File: config.mk
export PLATFORM = sky130hd
export DESIGN_NAME = supply_trip_detector
export DESIGN_NICKNAME = d
export VERILOG_FILES = /design/src/design/supply_trip_detector.v
export VERILOG_INCLUDE_DIRS = /design/src /design/src/design
export SDC_FILE = /design/constraint.sdc
export NUM_CORES = 1
export LEC_CHECK = 0
export ABC_AREA = 0
export BUFFER_PORTS_ARGS = -buffer_cell sky130_fd_sc_hd__buf_2
export CAP_MARGIN = 5
export CORE_ASPECT_RATIO = 0.6
export CORE_MARGIN = 4
export CORE_UTILIZATION = 61
export CTS_BUF_LIST = sky130_fd_sc_hd__clkbuf_8
export DETAILED_ROUTE_END_ITERATION = 8
export GPL_ROUTABILITY_DRIVEN = 0
export PLACE_DENSITY = 0.95
export RECOVER_POWER = 100
export SYNTH_ARGS = -nofsm -noshare
export SYNTH_HDL_FRONTEND = slang
export SYNTH_SLANG_ARGS = --single-unit
File: constraint.sdc
create_clock -name clock -period 2.7 [get_ports clock]
set_input_delay 0 -clock clock [delete_from_list [all_inputs] [get_ports clock]]
set_output_delay 0 -clock clock [all_outputs]
set_load 0.01 [all_outputs]
File: src/design/voltage_detect_regs.vh
`ifndef VOLTAGE_DETECT_REGS_VH
`define VOLTAGE_DETECT_REGS_VH

// register map (byte addresses)
`define ADDR_CONTROL      4'h0
`define ADDR_IRQ_STATUS   4'h4
`define ADDR_IRQ_MASK     4'h8
`define ADDR_WIDTH        4

// control register fields
`define CTRL_DIR_BIT      7
`define CTRL_UNUSED_BIT   6
`define CTRL_STABLE_BIT   5
`define CTRL_ENABLE_BIT   4
`define CTRL_TRIP_MSB     3
`define CTRL_TRIP_LSB     0
`define CTRL_RESET        8'h05
`define CTRL_WRITE_MASK   8'h9F
`define CTRL_DIR_RESET    1'b0
`define CTRL_TRIP_RESET   4'h5

// trip point codes
`define TRIP_EXTERNAL     4'hF
`define TRIP_MAXIMUM      4'hE
`define TRIP_MINIMUM      4'h0

// interrupt status bits
`define IRQ_DETECT_BIT    0
`define IRQ_WIDTH         1
`define IRQ_RESET         1'h0

// settle time
`define SETTLE_TIME_NS    20000
`define CLOCK_PERIOD_NS   20
`define SETTLE_CYCLES     ((`SETTLE_TIME_NS + `CLOCK_PERIOD_NS - 1) / `CLOCK_PERIOD_NS)

`endif

File: src/design/supply_trip_detector.v
// The address-and-strobe port and the address map are this design's own decisions.
`timescale 1ns/1ns
`default_nettype none
`include "voltage_detect_regs.vh"

// What this block does
// - the analog detector is powered only while the enable bit 4 is set.
// - after each enable the stable flag in bit 5 reads zero until the settle time ends, then one.
// - the detect flag cannot be set while the stable flag is clear.
// - direction bit 7 set trips at or above the trip point, clear trips at or below it.
// - a trip in the selected direction sets the detect interrupt flag.
// - trip-point field codes 0000 to 1110 select divider taps from lowest to highest.
// - trip-point code 1111 routes the external detect pin to the comparator while the enable bit 4 is set.
// - bit 6 ignores writes and reads as zero.
// - the settle interval is a fixed count of clock cycles (SETTLE_COUNT), so its length scales with clock period, and trips within it are lost.
module supply_trip_detector #(
	parameter SETTLE_COUNT = `SETTLE_CYCLES,
	parameter COUNT_WIDTH  = 16
) (
	// clock and reset
	input  wire                    clock,
	input  wire                    srst,
	// register port
	input  wire [`ADDR_WIDTH-1:0]  addr,
	input  wire [7:0]              wdata,
	input  wire                    wr_stb,
	input  wire                    rd_stb,
	output reg  [7:0]              rdata,
	// analog front end
	input  wire                    above_trip,
	input  wire                    below_trip,
	output reg                     detector_power,
	output reg  [3:0]              divider_tap,
	output reg                     external_select,
	// interrupt
	output reg                     irq
);

	localparam [COUNT_WIDTH-1:0] SETTLE_LAST = SETTLE_COUNT - 1;

	reg                    dir_reg;
	reg                    enable_reg;
	reg [3:0]              trip_reg;
	reg                    stable_reg;
	reg [COUNT_WIDTH-1:0]  settle_reg;
	reg                    status_reg;
	reg                    mask_reg;
	reg                    above_meta_reg;
	reg                    above_sync_reg;
	reg                    below_meta_reg;
	reg                    below_sync_reg;

	wire                   wr_ctrl;
	wire                   wr_status;
	wire                   wr_mask;
	wire                   trip_hit;
	wire                   detect_set;
	wire                   status_next;
	wire                   mask_next;
	wire [7:0]             ctrl_view;

	function sel;
		input [`ADDR_WIDTH-1:0] a;
		input [`ADDR_WIDTH-1:0] target;
		begin
			sel = (a == target);
		end
	endfunction

	assign wr_ctrl   = wr_stb && sel(addr, `ADDR_CONTROL);
	assign wr_status = wr_stb && sel(addr, `ADDR_IRQ_STATUS);
	assign wr_mask   = wr_stb && sel(addr, `ADDR_IRQ_MASK);

	// comparator outputs are asynchronous to the clock
	always @(posedge clock) begin
		if (srst) begin
			above_meta_reg <= 1'b0;
			above_sync_reg <= 1'b0;
			below_meta_reg <= 1'b0;
			below_sync_reg <= 1'b0;
		end else begin
			above_meta_reg <= above_trip;
			above_sync_reg <= above_meta_reg;
			below_meta_reg <= below_trip;
			below_sync_reg <= below_meta_reg;
		end
	end

	// control register
	always @(posedge clock) begin
		if (srst) begin
			dir_reg    <= `CTRL_DIR_RESET;
			enable_reg <= 1'b0;
			trip_reg   <= `CTRL_TRIP_RESET;
		end else if (wr_ctrl) begin
			dir_reg    <= wdata[`CTRL_DIR_BIT];
			enable_reg <= wdata[`CTRL_ENABLE_BIT];
			trip_reg   <= wdata[`CTRL_TRIP_MSB:`CTRL_TRIP_LSB];
		end
	end

	// settle timer: counts only while enabled, so any disable restarts it
	always @(posedge clock) begin
		if (srst || !enable_reg) begin
			settle_reg <= {COUNT_WIDTH{1'b0}};
			stable_reg <= 1'b0;
		end else if (settle_reg == SETTLE_LAST) begin
			stable_reg <= 1'b1;
		end else begin
			settle_reg <= settle_reg + 1'b1;
		end
	end

	// at-or-above vs at-or-below, qualified by stable
	assign trip_hit   = dir_reg ? above_sync_reg : below_sync_reg;
	assign detect_set = enable_reg && stable_reg && trip_hit;
	// set beats write-one-to-clear
	assign status_next = detect_set |
		(status_reg & ~(wr_status & wdata[`IRQ_DETECT_BIT]));
	// irq follows a mask write at the same edge, no stale cycle
	assign mask_next = wr_mask ? wdata[`IRQ_DETECT_BIT] : mask_reg;

	always @(posedge clock) begin
		if (srst) begin
			status_reg <= `IRQ_RESET;
			mask_reg   <= `IRQ_RESET;
		end else begin
			status_reg <= status_next;
			mask_reg   <= mask_next;
		end
	end

	assign ctrl_view = {dir_reg, 1'b0, stable_reg, enable_reg, trip_reg};

	// registered outputs
	always @(posedge clock) begin
		if (srst) begin
			rdata           <= 8'h00;
			detector_power  <= 1'b0;
			divider_tap     <= 4'h0;
			external_select <= 1'b0;
			irq             <= 1'b0;
		end else begin
			detector_power  <= enable_reg;
			// tap code 1111 is not a divider tap; keep the divider parked at maximum
			divider_tap     <= (trip_reg == `TRIP_EXTERNAL) ? `TRIP_MAXIMUM : trip_reg;
			external_select <= enable_reg && (trip_reg == `TRIP_EXTERNAL);
			irq             <= status_next & mask_next;
			if (rd_stb) begin
				if (sel(addr, `ADDR_CONTROL))
					rdata <= ctrl_view;
				else if (sel(addr, `ADDR_IRQ_STATUS))
					rdata <= {7'h00, status_reg};
				else if (sel(addr, `ADDR_IRQ_MASK))
					rdata <= {7'h00, mask_reg};
				else
					rdata <= 8'h00;
			end else begin
				rdata <= 8'h00;
			end
		end
	end

endmodule // supply_trip_detector
`default_nettype wire

## Yosys cells after proc, flatten, opt, wreduce, memory -nomap -nowiden

Cells that the tools add are included.

- Input port bits: 18
- ROM bits: 0
- Bits in latches: 0
- Memories kept: 0
- Register bits after elaboration: 44
- RAM bits: 0
- Output and inout port bits: 15
- Word-level logic and storage cells: 47

- Mux-type cells: 6
- Bitwise operators: 6
- Multipliers: 0
- Add/subtract/negate cells: 1
- Shift operators: 0
- Order comparisons: 0
- Reductions and logical operators: 12
- Div/mod/pow operators: 0
- Eq/ne operators: 4

Operators by type and width:

| operator | number |
|---|---|
| adder 16 x 1 -> 16 bit, second input constant | 1 |
| equality test 16 x 10 -> 1 bit, second input constant | 1 |
| equality test 4 bit, second input constant | 2 |
| two-way mux 8 bit | 1 |
| logical AND 1 bit | 6 |
| equality test 4 x 3 -> 1 bit, second input constant | 1 |
| zero test 4 bit | 1 |
| two-way mux 1 bit | 4 |
| two-way mux 4 bit | 1 |
| OR reduction 2 bit | 2 |
| OR reduction 4 bit | 1 |
| bitwise AND 1 bit | 3 |
| NOT 1 bit | 2 |
| zero test 1 bit | 1 |
| logical OR 1 bit | 1 |
| OR 1 bit | 1 |

## Depth between registers and ports, before layout

- Depth in word-level cells: 7
- Depth in mapped cells: 6
- Mapped depth without buffers: 5

## Worst setup path after synthesis

No wires, ideal clock.

- Path type: flip-flop to flip-flop
- From: register settle_reg[0]
- To: register settle_reg[2]
- Setup time: 59 ps
- Arrival time: 1351 ps
- Cell stages (with the launch flop): 7
- Slack: 1291 ps
- Cells stage by stage: dfxtp_1 > ha_1 > and4_1 > buf_6 > nand4_4 > a211oi_2 > a31o_1

- Longest elaborated chain between the ends: 1
- Elaborated cells on any way between the ends: 2

RTL lines:

| element | RTL line | text |
|---|---|---|
| start, declared | supply_trip_detector.v:45 | `reg [COUNT_WIDTH-1:0] settle_reg;` |
| start signal, assigned | supply_trip_detector.v:105 | `settle_reg <= {COUNT_WIDTH{1'b0}};` |
| start signal, assigned | supply_trip_detector.v:110 | `settle_reg <= settle_reg + 1'b1;` |
| adder 16 x 1 -> 16 bit / equality test 16 x 10 -> 1 bit (equally long branches) | supply_trip_detector.v:110, supply_trip_detector.v:107 |  |

Parallel ways exist; a longest one is shown, timed or not.
A chain may end at the register's enable or synchronous reset.

## Worst setup path in the final report

- From: register enable_reg
- To: register settle_reg[15]

- Longest elaborated chain between the ends: 2

RTL lines:

| element | RTL line | text |
|---|---|---|
| start, declared | supply_trip_detector.v:42 | `reg enable_reg;` |
| start signal, assigned | supply_trip_detector.v:97 | `` enable_reg <= wdata[`CTRL_ENABLE_BIT]; `` |
| zero test 1 bit | supply_trip_detector.v:104 | `if (srst \|\| !enable_reg) begin` |
| logical OR 1 bit | supply_trip_detector.v:104 |  |

Every way passes these cells.

==> flow_metrics.py <==
metrics = {
    "synth": {
        "synth_edf_count": 0,
        "synth.distinct_cells": 45,
        "syn_area_um2": 1720,
        "synth_async_sr_flop_share": 0,
        "yosys_warnings": 0,
        "syn_nets": 190,
        "yosys_register_bits": 43,
        "synth_area_per_cell_um2": 10.06,
        "synth_cells": 171,
        "synth_ff_type": "dfxtp_1",
        "synth.yosys.seq_area_share": 0.5004,
    },
    "global_routing": {
        "track_usage": 0.2229,
        "antenna_found_initial": 0,
        "grt_max_degree": 19,
        "grt_pass1_vias": 1375,
        "gr-total-overflow": 0,
        "grt_pass1_wl_mm": 6.624,
    },
    "timing": {
        "timing.max_slew.rel_slack": 0.4524,
        "tightest_slew_ns": 0.8214,
        "setup_slack_ns": 0.8670,
        "fmax_ghz": 0.5456,
        "grt_setup_unrepaired": "no",
        "hold_ws_ns": -0.01453,
        "clock_skew_ns": 0.007234,
        "drv_slew": 0,
        "period_minus_slack_ns": 1.833,
        "period_share": 0.6789,
        "setup_viol": 0,
        "finalSetupTns_ns": 0,
        "hold_viol": 1,
    },
    "place": {
        "hpwl_mm": 2.773,
        "pre_cts_slack_ns": 1.091,
        "dp.cells": 227,
        "portBuffers": 29,
    },
    "power": {
        "ir_worst_vdd_uv": 294.5,
        "power.total_mw": 1.082,
        "power_density_nw_per_um2": 545.6,
        "power.leakage_nw": 0.7537,
    },
    "die": {
        "initial_core_util": 0.6636,
        "die_w_um": 76.56,
        "num_rows": 14,
        "core_um2": 2592,
        "io_pins": 33,
        "die_y_um": 49.14,
        "die_area_um2": 3762,
    },
    "routing": {
        "routed_wl_mm": 3.834,
        "dr.pass1.iters": 7,
        "num_vias": 1392,
        "avgRoutedWirePerCell_um": 15.78,
        "drt_iter0_drc": 80,
        "routed_via_density": 5.728,
        "drc": 0,
        "drtAntennaViolNets": 0,
    },
    "cells_and_area": {
        "fin_util": 0.7650,
        "area_growth_pct": 15.27,
        "n_antenna_cell": 0,
        "layout_common_cells": "dfxtp_1, nor2_1, clkbuf_1, buf_2, nand2_1",
        "drive_gt1_frac": 0.1517,
        "nFillCells": 178,
        "largest_reg_flops": 16,
        "stdcell_count": 243,
        "final_common_cell": "dfxtp_1",
        "fin_nets": 229,
    },
    "clock_tree": {
        "clockRootBuffer": "clkbuf_8",
        "clk_latency_ns": 0.29,
        "cts.sinks": 43,
        "clkSlewWorstSetupHoldPaths_ns": 0.08,
        "cts-htree-levels": 2,
        "cts-buffers-inserted": 5,
        "cts_buffer_depth": 2,
        "cts_tree": "yes",
        "cts_setup_buffers": 0,
    },
    "setup_path": {
        "r2r-start": "enable_reg",
        "end_kind": "register",
        "startpoint": "enable_reg",
        "worst_path_max_delay_cell": "clkbuf_1",
        "r2r_end": "settle_reg[15]",
        "required_ns": 2.89,
        "cp.arrival_ns": 2.03,
        "reg2reg_slack_ns": 0.87,
        "cp_num_buf_inv": 2,
        "slowest_delay_ns": 0.62,
        "ff2ff_path_depth": 6,
        "crit_end": "settle_reg[15]",
        "worstPathMaxFanout": 18,
        "crit_family": "buffers and inverters",
        "path_class": "register to register",
        "crit_path_start_kind": "register",
        "crit_chain": "nand2b_1 > clkbuf_1 > inv_1 > nand2_1 > a31oi_1 > a41o_1",
        "path_depth": 6,
    },
    "outcome": {
        "violations": "hold timing",
        "status": "finished with violations",
    },
    "job": {
        "cap_violations": 0,
    },
    "worst_hold_path": {
        "worstHoldPathType": "primary input to register",
    },
}
==> Yosys cell counts (all sizes together) (5+ instances only) <==
cell    n  area (um2)
nand3  10       50.05
nor2   20       75.07
nand4   6       58.80
inv     6       22.52
xor2    5       43.79
a21oi   7       35.03
dfxtp  43       860.8
nand2  11       41.29
nor2b   9       56.30
and2    7       43.80
xnor2   7       61.31
==> metrics by stage <==
step	instance area (um2)	hold slack, ns
final	1983	-0.01453
after global routing	1983	-0.002428
after CTS	2038	0.00007769
after detailed placement	1873	0.2189
after global placement	1873	0.2094
after floorplan	1720	0.07161
==> what timing repair did <==
item | CTS | global route
hold buffers | 8 | 0
gates resized for setup | 0 | 0
hold endpoints to repair | 8 | 0
==> worst min path at each step <==
| stage | start | end | slack (ns) | depth (start not counted) |
|---|---|---|---|---|
| after floorplan | srst | above_meta_reg | 0.07 | 1 |
| after global placement | above_trip | above_meta_reg | 0.21 | 2 |
| after detailed placement | above_trip | above_meta_reg | 0.22 | 2 |
| after CTS | wdata[0] | trip_reg[0] | 0.00008 | 3 |
| after global routing | addr[3] | rdata[5] | -0.002 | 2 |
| final | addr[3] | rdata[5] | -0.01 | 2 |
==> power by group <==
part           total, mW  internal, mW  switching [mW]
Sequential         0.644         0.641         0.00297
Combinational     0.0495        0.0249          0.0246
Clock              0.389         0.177           0.212
==> cells by family (layout without fill, tap and decap cells) <==
logic type / after synthesis / count (layout) / share of synthesized area
xor+xnor: 12 / 12 / 0.06109
flops: 43 / 43 / 0.5004
compound gates: 16 / 16 / 0.06618
simple gates: 83 / 83 / 0.3084
mux: 3 / 3 / 0.01818
buf+inv: 12 / 52 / 0.03635
fa+ha+maj: 1 / 1 / 0.007272
other cells: 1 / 1 / 0.002180
==> routing by layer <==
layer,up-vias,global-route usage,share of wire
met2,66,0.3805,0.48
li1,660,-,-
met5,-,0,0
met1,655,0.2721,0.44
met3,11,0.06089,0.069
met4,0,0.07831,0.015
==> final cells by class <==
| class | count | area (um2) | area share |
|---|---|---|---|
| timing repair buffer | 38 | 210.2 | 0.1060 |
| sequential | 43 | 860.8 | 0.4341 |
| tap | 32 | 40.04 | 0.02019 |
| multi-input combinational | 116 | 764.5 | 0.3855 |
| clock inverter | 3 | 16.27 | 0.008202 |
| clock buffer | 5 | 68.82 | 0.03470 |
| inverter | 6 | 22.52 | 0.01136 |
Note: power is estimated with default switching activity, not from simulation.
